File: config.mk
export PLATFORM = sky130hd
export DESIGN_NAME = sas_sequencer
export DESIGN_NICKNAME = d
export VERILOG_FILES = /design/src/rtl/sas_sync3.v /design/src/rtl/sas_sequencer.v
export VERILOG_INCLUDE_DIRS = /design/src /design/src/pkg
export SDC_FILE = /design/constraint.sdc
export NUM_CORES = 1
export LEC_CHECK = 0
export ABC_AREA = 1
export BUFFER_PORTS_ARGS = -buffer_cell sky130_fd_sc_hd__buf_2
export CAP_MARGIN = 15
export CORE_MARGIN = 2
export CORE_UTILIZATION = 33
export CTS_BUF_LIST = sky130_fd_sc_hd__clkbuf_8
export CTS_CLUSTER_DIAMETER = 30
export CTS_CLUSTER_SIZE = 20
export DETAILED_ROUTE_END_ITERATION = 7
export MAX_ROUTING_LAYER = met4
export PLACE_DENSITY = 0.47
export SYNTH_ARGS = -nofsm -noshare
export SYNTH_HDL_FRONTEND = slang
export SYNTH_SLANG_ARGS = --single-unit
File: constraint.sdc
create_clock -name pclk -period 7 [get_ports pclk]
set_input_delay 0.35 -clock pclk [delete_from_list [all_inputs] [get_ports pclk]]
set_output_delay 0.35 -clock pclk [all_outputs]
set_load 0.05 [all_outputs]
File: src/pkg/sas_consts.vh
// Purpose: Constants of the converter control and channel sequencer.
// Assumes: pclk at 100 MHz, APB register access with 32-bit data.
// Notes:   Offsets are byte addresses except the two bases, which match paddr[7:5]; each register one aligned word.
`ifndef SAS_CONSTS_VH
`define SAS_CONSTS_VH

// Clock figures and converter timing
`define SAS_PCLK_MHZ        100
`define SAS_CONV_MAX_MHZ    18
`define SAS_CONV_DIV        ((`SAS_PCLK_MHZ + `SAS_CONV_MAX_MHZ - 1) / `SAS_CONV_MAX_MHZ)
`define SAS_CONV_CLKS       18
`define SAS_RES_BITS        12
`define SAS_NUM_CH          8

// Register offsets
`define SAS_OFS_CTRL        8'h00
`define SAS_OFS_CHAN_EN     8'h04
`define SAS_OFS_STATUS      8'h08
`define SAS_OFS_MASK        8'h0C
`define SAS_OFS_RANGE_LO    8'h10
`define SAS_OFS_RANGE_HI    8'h14
`define SAS_OFS_STATE       8'h18
`define SAS_OFS_SMP_BASE    3'h1
`define SAS_OFS_RES_BASE    3'h2

// Control fields
`define SAS_CTRL_ENABLE     0
`define SAS_CTRL_CONT       1
`define SAS_CTRL_FW_MODE    2
`define SAS_CTRL_START      3
`define SAS_CTRL_MCH_LO     4

// Status and mask fields
`define SAS_ST_DONE         0
`define SAS_ST_RANGE        1

// Reset values
`define SAS_RST_CTRL        7'h00
`define SAS_RST_CHAN_EN     8'hFF
`define SAS_RST_RANGE_LO    12'h000
`define SAS_RST_RANGE_HI    12'hFFF
`define SAS_RST_SMP         8'h03
`define SAS_RST_MASK        2'h0

`endif

File: src/rtl/sas_sync3.v
// Purpose: Three-stage synchroniser for one asynchronous level.
// Assumes: The level may change at any time relative to pclk.
// Notes:   The output moves only when stages two and three agree.
`timescale 1ns/100ps
`default_nettype none

module sas_sync3 (
    input  wire pclk,
    input  wire presetn,
    input  wire async_in,
    output reg  sync_out
);

    reg s1;
    reg s2;
    reg s3;

    // Shift chain and agreement filter
    always @(posedge pclk or negedge presetn) begin
        if (!presetn) begin
            s1       <= 1'b0;
            s2       <= 1'b0;
            s3       <= 1'b0;
            sync_out <= 1'b0;
        end else begin
            s1 <= async_in;
            s2 <= s1;
            s3 <= s2;
            if (s2 == s3) begin
                sync_out <= s3;
            end
        end
    end

endmodule

`default_nettype wire

File: src/rtl/sas_sequencer.v
// Purpose: SAR converter control, eight-channel sequencer, APB registers.
// Assumes: Analog comparator output high while input >= trial DAC code.
// Notes:   Converter clock is a one-cycle enable at pclk / 6.
// How it works
// - Converter tick at most 18 MHz, 18 clocks
// - Sample window length is programmable
// - Sequencer selects one of eight inputs
// - Scan steps channels back to back
// - State machine or firmware picks the channel
// - Per-channel result buffer held until read (here a new store to the channel overwrites it, read or not)
// - Each channel has its own sample time
// - Result outside low/high limits raises interrupt
// - Range event raised at conversion end
// - Halted while deep low-power mode holds
//
// Added by the designer: register access over APB and the register offsets.
`include "sas_consts.vh"
`timescale 1ns/100ps
`default_nettype none

module sas_sequencer (
    input  wire        pclk,
    input  wire        presetn,
    input  wire        psel,
    input  wire        penable,
    input  wire        pwrite,
    input  wire [7:0]  paddr,
    input  wire [31:0] pwdata,
    output reg  [31:0] prdata,
    output wire        pready,
    output wire        pslverr,
    output wire        irq,
    input  wire        deep_sleep,
    input  wire        ana_cmp,
    output reg  [2:0]  ana_chan,
    output wire        ana_sample,
    output reg  [11:0] ana_dac
);

    localparam [1:0] ST_IDLE = 2'b00;
    localparam [1:0] ST_SAMP = 2'b01;
    localparam [1:0] ST_CONV = 2'b10;
    localparam integer DIV_LAST_I  = `SAS_CONV_DIV - 1;
    localparam integer CONV_LAST_I = `SAS_CONV_CLKS - 1;
    localparam [2:0] DIV_LAST  = DIV_LAST_I[2:0];
    localparam [7:0] CONV_LAST = CONV_LAST_I[7:0];

    reg  [6:0]  ctrl;
    reg  [7:0]  chan_en;
    reg  [1:0]  status;
    reg  [1:0]  mask;
    reg  [11:0] range_lo;
    reg  [11:0] range_hi;
    reg  [7:0]  smp_time [0:7];
    reg  [11:0] res_mem [0:7];
    reg  [7:0]  res_valid;
    reg  [2:0]  range_ch;
    reg  [1:0]  state;
    reg  [7:0]  cnt;
    reg  [2:0]  cur_ch;
    reg  [11:0] trial;
    reg  [2:0]  div_cnt;
    reg         tick;
    reg  [31:0] rd_data;
    reg         rd_ok;
    reg         nxt_found;
    reg  [2:0]  nxt_ch;
    reg         first_found;
    reg  [2:0]  first_ch;
    reg  [7:0]  smp_len;
    reg         ev_done;
    reg         ev_range;
    reg         ev_store;
    reg  [2:0]  rd_clr_ch;
    wire        cmp_s;
    wire        sleep_s;
    wire        setup;
    wire        access;
    wire        wr_acc;
    wire        rd_acc;
    wire        start;
    wire        run_ok;
    integer     i;
    integer     j;
    integer     k;

    sas_sync3 u_sync_cmp (
        .pclk     (pclk),
        .presetn  (presetn),
        .async_in (ana_cmp),
        .sync_out (cmp_s)
    );

    sas_sync3 u_sync_sleep (
        .pclk     (pclk),
        .presetn  (presetn),
        .async_in (deep_sleep),
        .sync_out (sleep_s)
    );

    // APB phases; answer in the first access cycle
    assign setup   = psel & ~penable;
    assign access  = psel & penable;
    assign wr_acc  = access & pwrite & rd_ok;
    assign rd_acc  = access & ~pwrite & rd_ok;
    assign pready  = 1'b1;
    assign pslverr = access & ~rd_ok;
    assign start   = wr_acc & (paddr == `SAS_OFS_CTRL) & pwdata[`SAS_CTRL_START];
    assign run_ok  = ctrl[`SAS_CTRL_ENABLE] & ~sleep_s;
    assign ana_sample = state[0];
    assign irq     = |(status & mask);

    // Lowest enabled channel, and lowest enabled above the current one
    always @* begin
        nxt_found   = 1'b0;
        nxt_ch      = 3'h0;
        first_found = 1'b0;
        first_ch    = 3'h0;
        for (i = `SAS_NUM_CH - 1; i >= 0; i = i - 1) begin
            if (chan_en[i]) begin
                first_found = 1'b1;
                first_ch    = i[2:0];
                if (i > cur_ch) begin
                    nxt_found = 1'b1;
                    nxt_ch    = i[2:0];
                end
            end
        end
        smp_len = (smp_time[cur_ch] == 8'h00) ? 8'h01 : smp_time[cur_ch];
    end

    // Address decode and read data
    always @* begin
        rd_data   = 32'h0000_0000;
        rd_ok     = 1'b1;
        rd_clr_ch = paddr[4:2];
        if (paddr[1:0] != 2'h0) begin
            rd_ok = 1'b0;
        end else if (paddr[7:5] == `SAS_OFS_SMP_BASE) begin
            rd_data = {24'h00_0000, smp_time[paddr[4:2]]};
        end else if (paddr[7:5] == `SAS_OFS_RES_BASE) begin
            rd_data = {res_valid[paddr[4:2]], 19'h0_0000, res_mem[paddr[4:2]]};
        end else begin
            case (paddr)
                `SAS_OFS_CTRL:     rd_data = {25'h000_0000, ctrl};
                `SAS_OFS_CHAN_EN:  rd_data = {24'h00_0000, chan_en};
                `SAS_OFS_STATUS:   rd_data = {27'h000_0000, range_ch, status};
                `SAS_OFS_MASK:     rd_data = {30'h0000_0000, mask};
                `SAS_OFS_RANGE_LO: rd_data = {20'h0_0000, range_lo};
                `SAS_OFS_RANGE_HI: rd_data = {20'h0_0000, range_hi};
                `SAS_OFS_STATE:    rd_data = {24'h00_0000, sleep_s, cur_ch, 2'h0, state};
                default:           rd_ok = 1'b0;
            endcase
        end
    end

    // Read data captured in the setup cycle
    always @(posedge pclk or negedge presetn) begin
        if (!presetn) begin
            prdata <= 32'h0000_0000;
        end else if (setup & ~pwrite) begin
            prdata <= rd_data;
        end
    end

    // Converter clock enable; restarted on a start so the first window is whole
    always @(posedge pclk or negedge presetn) begin
        if (!presetn) begin
            div_cnt <= 3'h0;
            tick    <= 1'b0;
        end else if (!run_ok || (start && (state == ST_IDLE))) begin
            div_cnt <= 3'h0;
            tick    <= 1'b0;
        end else begin
            tick    <= (div_cnt == DIV_LAST);
            div_cnt <= (div_cnt == DIV_LAST) ? 3'h0 : div_cnt + 3'h1;
        end
    end

    // Software registers
    always @(posedge pclk or negedge presetn) begin
        if (!presetn) begin
            ctrl     <= `SAS_RST_CTRL;
            chan_en  <= `SAS_RST_CHAN_EN;
            mask     <= `SAS_RST_MASK;
            range_lo <= `SAS_RST_RANGE_LO;
            range_hi <= `SAS_RST_RANGE_HI;
            for (j = 0; j < `SAS_NUM_CH; j = j + 1) begin
                smp_time[j] <= `SAS_RST_SMP;
            end
        end else if (wr_acc) begin
            if (paddr[7:5] == `SAS_OFS_SMP_BASE) begin
                smp_time[paddr[4:2]] <= pwdata[7:0];
            end
            case (paddr)
                `SAS_OFS_CTRL:     ctrl <= {pwdata[6:4], 1'b0, pwdata[2:0]};
                `SAS_OFS_CHAN_EN:  chan_en <= pwdata[7:0];
                `SAS_OFS_MASK:     mask <= pwdata[1:0];
                `SAS_OFS_RANGE_LO: range_lo <= pwdata[11:0];
                `SAS_OFS_RANGE_HI: range_hi <= pwdata[11:0];
                default:           ;
            endcase
        end
    end

    // Sticky status, write one to clear, new event wins
    always @(posedge pclk or negedge presetn) begin
        if (!presetn) begin
            status   <= 2'h0;
            range_ch <= 3'h0;
        end else begin
            if (wr_acc && paddr == `SAS_OFS_STATUS) begin
                status <= (status & ~pwdata[1:0]) | {ev_range, ev_done};
            end else begin
                status <= status | {ev_range, ev_done};
            end
            if (ev_range) begin
                range_ch <= cur_ch;
            end
        end
    end

    // Result buffers; valid clears on read, a new store wins
    always @(posedge pclk or negedge presetn) begin
        if (!presetn) begin
            res_valid <= 8'h00;
            for (k = 0; k < `SAS_NUM_CH; k = k + 1) begin
                res_mem[k] <= 12'h000;
            end
        end else begin
            if (rd_acc && paddr[7:5] == `SAS_OFS_RES_BASE) begin
                res_valid[rd_clr_ch] <= 1'b0;
            end
            if (ev_store) begin
                res_mem[cur_ch]   <= ana_dac;
                res_valid[cur_ch] <= 1'b1;
            end
        end
    end

    // Conversion end events
    always @* begin
        ev_store = (state == ST_CONV) && tick && (cnt == CONV_LAST);
        ev_range = ev_store && ((ana_dac < range_lo) || (ana_dac > range_hi));
        ev_done  = ev_store && !ctrl[`SAS_CTRL_FW_MODE] && !nxt_found;
    end

    // Sequencer and successive approximation
    always @(posedge pclk or negedge presetn) begin
        if (!presetn) begin
            state    <= ST_IDLE;
            cnt      <= 8'h00;
            cur_ch   <= 3'h0;
            ana_chan <= 3'h0;
            ana_dac  <= 12'h000;
            trial    <= 12'h000;
        end else if (!run_ok) begin
            state <= ST_IDLE;
            cnt   <= 8'h00;
            trial <= 12'h000;
        end else begin
            case (state)
                ST_IDLE: begin
                    cnt <= 8'h00;
                    if (start && ctrl[`SAS_CTRL_FW_MODE]) begin
                        cur_ch   <= ctrl[6:4];
                        ana_chan <= ctrl[6:4];
                        state    <= ST_SAMP;
                    end else if (start && first_found) begin
                        cur_ch   <= first_ch;
                        ana_chan <= first_ch;
                        state    <= ST_SAMP;
                    end
                end
                ST_SAMP: begin
                    if (tick) begin
                        if (cnt + 8'h01 >= smp_len) begin
                            state   <= ST_CONV;
                            cnt     <= 8'h00;
                            ana_dac <= 12'h800;
                            trial   <= 12'h800;
                        end else begin
                            cnt <= cnt + 8'h01;
                        end
                    end
                end
                ST_CONV: begin
                    if (tick) begin
                        if (trial != 12'h000) begin
                            ana_dac <= (cmp_s ? ana_dac : (ana_dac & ~trial)) | (trial >> 1);
                            trial   <= trial >> 1;
                        end
                        if (cnt == CONV_LAST) begin
                            cnt <= 8'h00;
                            if (ctrl[`SAS_CTRL_FW_MODE]) begin
                                state <= ST_IDLE;
                            end else if (nxt_found) begin
                                cur_ch   <= nxt_ch;
                                ana_chan <= nxt_ch;
                                state    <= ST_SAMP;
                            end else if (ctrl[`SAS_CTRL_CONT] && first_found) begin
                                cur_ch   <= first_ch;
                                ana_chan <= first_ch;
                                state    <= ST_SAMP;
                            end else begin
                                state <= ST_IDLE;
                            end
                        end else begin
                            cnt <= cnt + 8'h01;
                        end
                    end
                end
                default: begin
                    state <= ST_IDLE;
                end
            endcase
        end
    end

endmodule

`default_nettype wire

=== Word level (Yosys, flattened, before mapping) ===
Cells that the tools add are included.

* Reductions and logical operators: 40
* Shifts and indexed selects: 0
* Multiplexer cells: 115
* Order comparisons: 18
* Equal/unequal tests: 30
* Bitwise logic cells: 28
* Add/sub/neg operators: 2
* Divide/modulo/power cells: 0
* Multipliers: 0

{| class="wikitable"
|+ Operator list
! kind !! count
|-
| $mux W12 || 11
|-
| $mux W8 || 13
|-
| $bwmux W96 || 1
|-
| $mux W32 || 3
|-
| $mux W3 || 31
|-
| $pmux W12 S7 || 1
|-
| $bwmux W64 || 1
|-
| $bmux W8 S3 || 2
|-
| $pmux W12 S2 || 2
|-
| $bmux W12 S3 || 1
|-
| $demux W12 S3 || 1
|-
| $mux W1 || 33
|-
| $eq A8 B5 Y1 const B || 4
|-
| $demux W8 S3 || 1
|-
| $pmux W8 S3 || 1
|-
| $eq A8 B4 Y1 const B || 2
|-
| $logic_not A8 Y1 || 2
|-
| $mux W2 || 8
|-
| $logic_and A1 B1 Y1 || 15
|-
| $and A12 B12 Y12 || 1
|-
| $gt A12 B12 Y1 || 1
|-
| $gt A3 B3 Y1 const A || 4
|-
| $lt A12 B12 Y1 || 1
|-
| $not A12 Y12 || 1
|-
| 49 further kinds || 92
|}

* Bits in writable memories: 0
* Memory bits (read-only): 0
* Bits in latches: 0
* Memories: 0
* Output and inout bits: 51
* Flip-flop bits (word level): 294
* Word-level logic and storage cells: 273

=== Longest topological paths before layout ===
* Depth in word-level cells: 21
* Depth in mapped cells: 24
* Gate-level depth less buffers: 23

=== Modules after synthesis ===
Synthesis repeated with hierarchy kept, for this count alone.

* Cells, all modules: 1677
* Area, all modules: 13995.9 µm²

{| class="wikitable"
|+ Modules (own cells, without submodules)
! module !! cells an instance !! area an instance (µm²) !! instances
|-
| sas_sequencer || 1661 || 13763.2 || 1
|-
| sas_sync3 || 8 || 116.4 || 2
|}

=== Worst setup path after synthesis ===
OpenSTA, ideal clock, no wires.

* Path kind: reg-to-reg
* From: reg cur_ch[0]
* To: reg trial[10]
* Cell stages (with the launch flop): 21
* Arrival: 3.134 ns
* Required time: 6.917 ns
* Path slack: 3.783 ns
* Path buffers: 3
* Cells stage by stage: dfrtp_1 -> buf_2 -> inv_1 -> clkbuf_1 -> nand2_1 -> o22ai_1 -> a2111oi_0 -> nand2_1 -> nor2_1 -> nand2_1 -> nand2_1 -> ha_1 -> nand2_1 -> nor3_1 -> nand2_1 -> nand4_1 -> nand2_1 -> nor2_1 -> clkbuf_1 -> nand4_1 -> o21ai_0

* Word-level cells in the longest chain between the ends: 9

{| class="wikitable"
|+ Ends and longest elaborated chain
! item !! line !! source
|-
| start: declaration || sas_sequencer.v:60 || <nowiki>reg [2:0] cur_ch;</nowiki>
|-
| start signal: assignment || sas_sequencer.v:266 || <nowiki>cur_ch <= ctrl[6:4];</nowiki>
|-
| start signal: assignment || sas_sequencer.v:270 || <nowiki>cur_ch <= first_ch;</nowiki>
|-
| start signal: assignment || sas_sequencer.v:298 || <nowiki>cur_ch <= nxt_ch;</nowiki>
|-
| $not A3 Y4 (implied by the code) * || sas_sequencer.v:129 || <nowiki>smp_len = (smp_time[cur_ch] == 8'h00) ? 8'h01 : smp_time[cur_ch];</nowiki>
|-
| $bmux W8 S3 * || sas_sequencer.v:129 ||
|-
| $mux W8 (implied by the code) * (2 in series) || sas_sequencer.v:129 ||
|-
| $logic_not A8 Y1 || sas_sequencer.v:129 ||
|-
| $mux W8 * || sas_sequencer.v:129 ||
|-
| $ge A8 B8 Y1 * || sas_sequencer.v:277 || <nowiki>if (cnt + 8'h01 >= smp_len) begin</nowiki>
|-
| $ne A3 B3 Y1 (no line) * || n/a ||
|-
| $reduce_and A5 Y1 (no line) * || n/a ||
|-
| end signal: assignment || sas_sequencer.v:291 || <nowiki>trial <= trial >> 1;</nowiki>
|-
| end: declaration || sas_sequencer.v:61 || <nowiki>reg [11:0] trial;</nowiki>
|}

Every way passes the cells marked *; elsewhere a longest branch is shown, timed or not. The select of a mux whose other input is x is not followed.
A chain may end at the register's enable or synchronous reset.

=== Worst setup path after layout ===
* From: reg cur_ch[0]
* To: reg trial[11]

Same word-level chain as after synthesis.

==> flow_summary.yaml <==
run_status:
  status: "completed"
synthesis:
  synth_top_area_share_pct: 42.5
  ys_types: 50
  yosysSeqAreaShare_pct: 49.3
  ys_warn_count: 0
  yosys.area.top_type: "dfrtp_1"
  syn_inst: 1671
  syn_avg_cell_area_sq_um: 8.41
  synth_commonest_cells: "373 x nand2_1, 253 x o21ai_0, 239 x dfrtp_1"
  synth-seq-cells: 275
  synth_enable_flop_cells: 0
  async_reset_ff_share_pct: 100
  ys_top_cells_by_area: "dfrtp_1 43%, nand2_1 10%, o21ai_0 9.0%"
  synth_area_sq_um: 14100
  synth_most_common_cell: "nand2_1"
  synth_ff_type: "dfrtp_1"
setup_path:
  setup.worst_path.start_class: "flop"
  r2r-end: "trial[11]$_DFFE_PN0P_"
  rrSetupSlack_ps: 2370
  cp.arrival_ps: 5150
  cp-end-kind: "flop"
  worstPathMaxFanout: 19
  worstSetupPathType: "reg -> reg"
  r2r-start: "cur_ch[0]$_DFFE_PN0P_"
  required_ps: 7520
  reg2regPathDepth: 19
routing:
  wl_per_cell_um: 20.2
  num_vias: 12300
  ant_nets: 0
  drt-total-wl_um: 47400
  via_per_inst: 5.22
  first_pass_iters: 5
  drtIter0Drc: 1127
  drc: 0
die:
  core-area_sq_um: 42000
  start_util_pct: 33.4
  die_width_um: 210
  die_area_sq_um: 44300
  rows: 75
  die_h_um: 210
  ioPinCount: 98
layout:
  diodes: 0
  final_cells: 2348
  fin_util_pct: 39.5
  layout-drive-gt1-share_pct: 14.9
  syn2layout_area_growth_pct: 18.2
  fin_area_sq_um: 16600
  layout.nets: 1836
  fillers: 4320
cts:
  cts.path.max_buffers: 3
  numCtsBuffers: 74
  clk_latency_ps: 610
  cts.sinks: 275
  htree_num_levels: 3
  path_clk_slew_ps: 50
  clockRootBuffer: "clkbuf_8"
  ctsResizeCount: 0
  postCtsSetupBuffers: 0
  cts_tree: "yes"
placement:
  dp_hpwl_um: 31600
  place_inst: 2205
  globalplace.congestion: 0.882
  io_buffers: 57
  placed_area_sq_um: 14700
power:
  switching_power_mw: 1.00
  power.total_mw: 4.27
  p_sw_share_pct: 23.4
  powerDensity_nw_per_um2: 257
  clkPwrFrac_pct: 57.2
  p_seq_share_pct: 37.8
  combPwrFrac_pct: 5.0
  ir_worst_vdd_mv: 0.147
  internal_power_mw: 3.27
  leakage_nw: 7.90
sta:
  worstMarginPinSlew_ps: 1090
  slew_headroom_pct: 27.3
  min_period_ps: 4630
  tns_ps: 0
  setup_viol: 0
  period_share_pct: 66.1
  clock_skew_ps: 17.6
  slew_viol_final: 0
  fmax_mhz: 216
  hold_viol_final: 0
  rsz0062_at_grt: "false"
grt:
  overflow: 0
  grt_pass1_vias: 12100
  antenna_found_initial: 0
  grt_pass1_wl_um: 73500
  grt_max_degree: 126
  grt_usage_pct: 22.5
flow_run:
  cap_violations: 0
worst_hold_path:
  hp-start: "pwdata[2]"
  min_delay_path_depth: 3
  hold_path_end: "range_hi[2]$_DFFE_PN1P_"
  hold_path.class: "in -> reg"
-- power by group through the flow --
stage	sequential, mW	combinational (mW)	clock (mW)
3_5_place_dp	1.64	0.213	0
4_1_cts	1.61	0.216	2.50
3_3_place_gp	1.64	0.213	0
2_1_floorplan	1.65	0.113	0
6_report	1.61	0.215	2.44
5_1_grt	1.61	0.233	2.58
-- sequential cells by signal, indices dropped and copies added, names as in the netlist, 6 cells and up --
signal,flops
range_lo,12
cnt,8
prdata,13
res_valid,8
ctrl,6
smp_time,64
res_mem,96
trial,12
chan_en,8
range_hi,12
ana_dac,12
-- worst max path at each step --
stage          depth (start not counted)                    end  slack (ps)                  start
2_1_floorplan                         20  trial[10]$_DFFE_PN0P_        3780  cur_ch[0]$_DFFE_PN0P_
3_3_place_gp                          18  trial[11]$_DFFE_PN0P_        2080  cur_ch[0]$_DFFE_PN0P_
3_5_place_dp                          18   trial[1]$_DFFE_PN0P_        2120  cur_ch[0]$_DFFE_PN0P_
4_1_cts                               18  trial[11]$_DFFE_PN0P_        2110  cur_ch[0]$_DFFE_PN0P_
5_1_grt                               19   trial[3]$_DFFE_PN0P_        2000  cur_ch[0]$_DFFE_PN0P_
6_report                              19  trial[11]$_DFFE_PN0P_        2370  cur_ch[0]$_DFFE_PN0P_
-- cell families (layout without fill, tap and decap cells) --
group	count (synthesis)	in the layout	synth area share, %
xor gates and xnor gates	6	6	0.374
buffers and inverters	270	390	8.16
and+or+nand+nor	564	564	17.6
DFF	275	275	49.3
adders and majority gates	40	40	3.52
AOI/OAI and AO/OA	514	514	21.0
other	2	20	0.0534
-- worst max-delay path, stage by stage, from the launching register on --
cell and delay (ps):
dfrtp_1 610, buf_4 330, nand2_1 200, inv_1 110
nand2_1 140, inv_1 140, a2111oi_1 940, nand2_1 110
nor2_1 130, nand2_1 60, nand2_1 50, ha_1 120
nand2_1 40, nor3_1 130, nand2_1 70, nand4_1 260
nand2_1 120, nor2_1 620, nand3_1 190, o21ai_0 130
-- routing by layer --
layer | global-route usage (%) | part of all wire, % | vias up
met1 | 30.6 | 46 | 5902
met2 | 33.8 | 45 | 416
met5 | - | 0 | -
li1 | - | - | 5847
met4 | 8.50 | 2.9 | 0
met3 | 3.64 | 6.1 | 86
-- layout make-up --
class	count	area [sq um]	share of cell area, %
sequential	275	6930	41.7
multi-input combinational	1144	6050	36.4
inverter	176	671	4.03
timing repair buffer	80	518	3.12
tap	539	674	4.06
clock inverter	35	417	2.51
clock buffer	99	1360	8.20
-- what timing repair did --
| item | in CTS | in global routing |
|---|---|---|
| hold buffers | 7 | 0 |
| endpoints found under the hold margin | 83 | 0 |
| endpoints found under the setup margin | 0 | 0 |
-- placed cells by master, fill, tap and decap left out, types with 8 or more instances in the layout --
| master | count |
|---|---|
| o31ai_1 | 15 |
| a22oi_1 | 10 |
| ha_1 | 38 |
| dfstp_2 | 36 |
| conb_1 | 20 |
| o21ai_0 | 253 |
| clkbuf_8 | 99 |
| nor2_1 | 80 |
| o221ai_1 | 15 |
| o22ai_1 | 65 |
| nand3_1 | 39 |
| nand4_1 | 24 |
| a21oi_1 | 62 |
| dfrtp_1 | 239 |
| buf_2 | 56 |
| o21ai_1 | 40 |
| bufinv_16 | 10 |
| nor3_1 | 15 |
| buf_4 | 13 |
| o2111ai_1 | 8 |
| nand2_1 | 373 |
| o211ai_1 | 11 |
| inv_1 | 183 |
-- per-stage QoR --
step	setup WS, ps	hold WS (ps)
after detailed placement	2120	339
final	2370	84.2
after global placement	2080	335
after CTS	2110	41.8
after floorplan	3780	54.4
after global routing	2000	66.5
No activity file was read; power rests on OpenSTA's default activity.
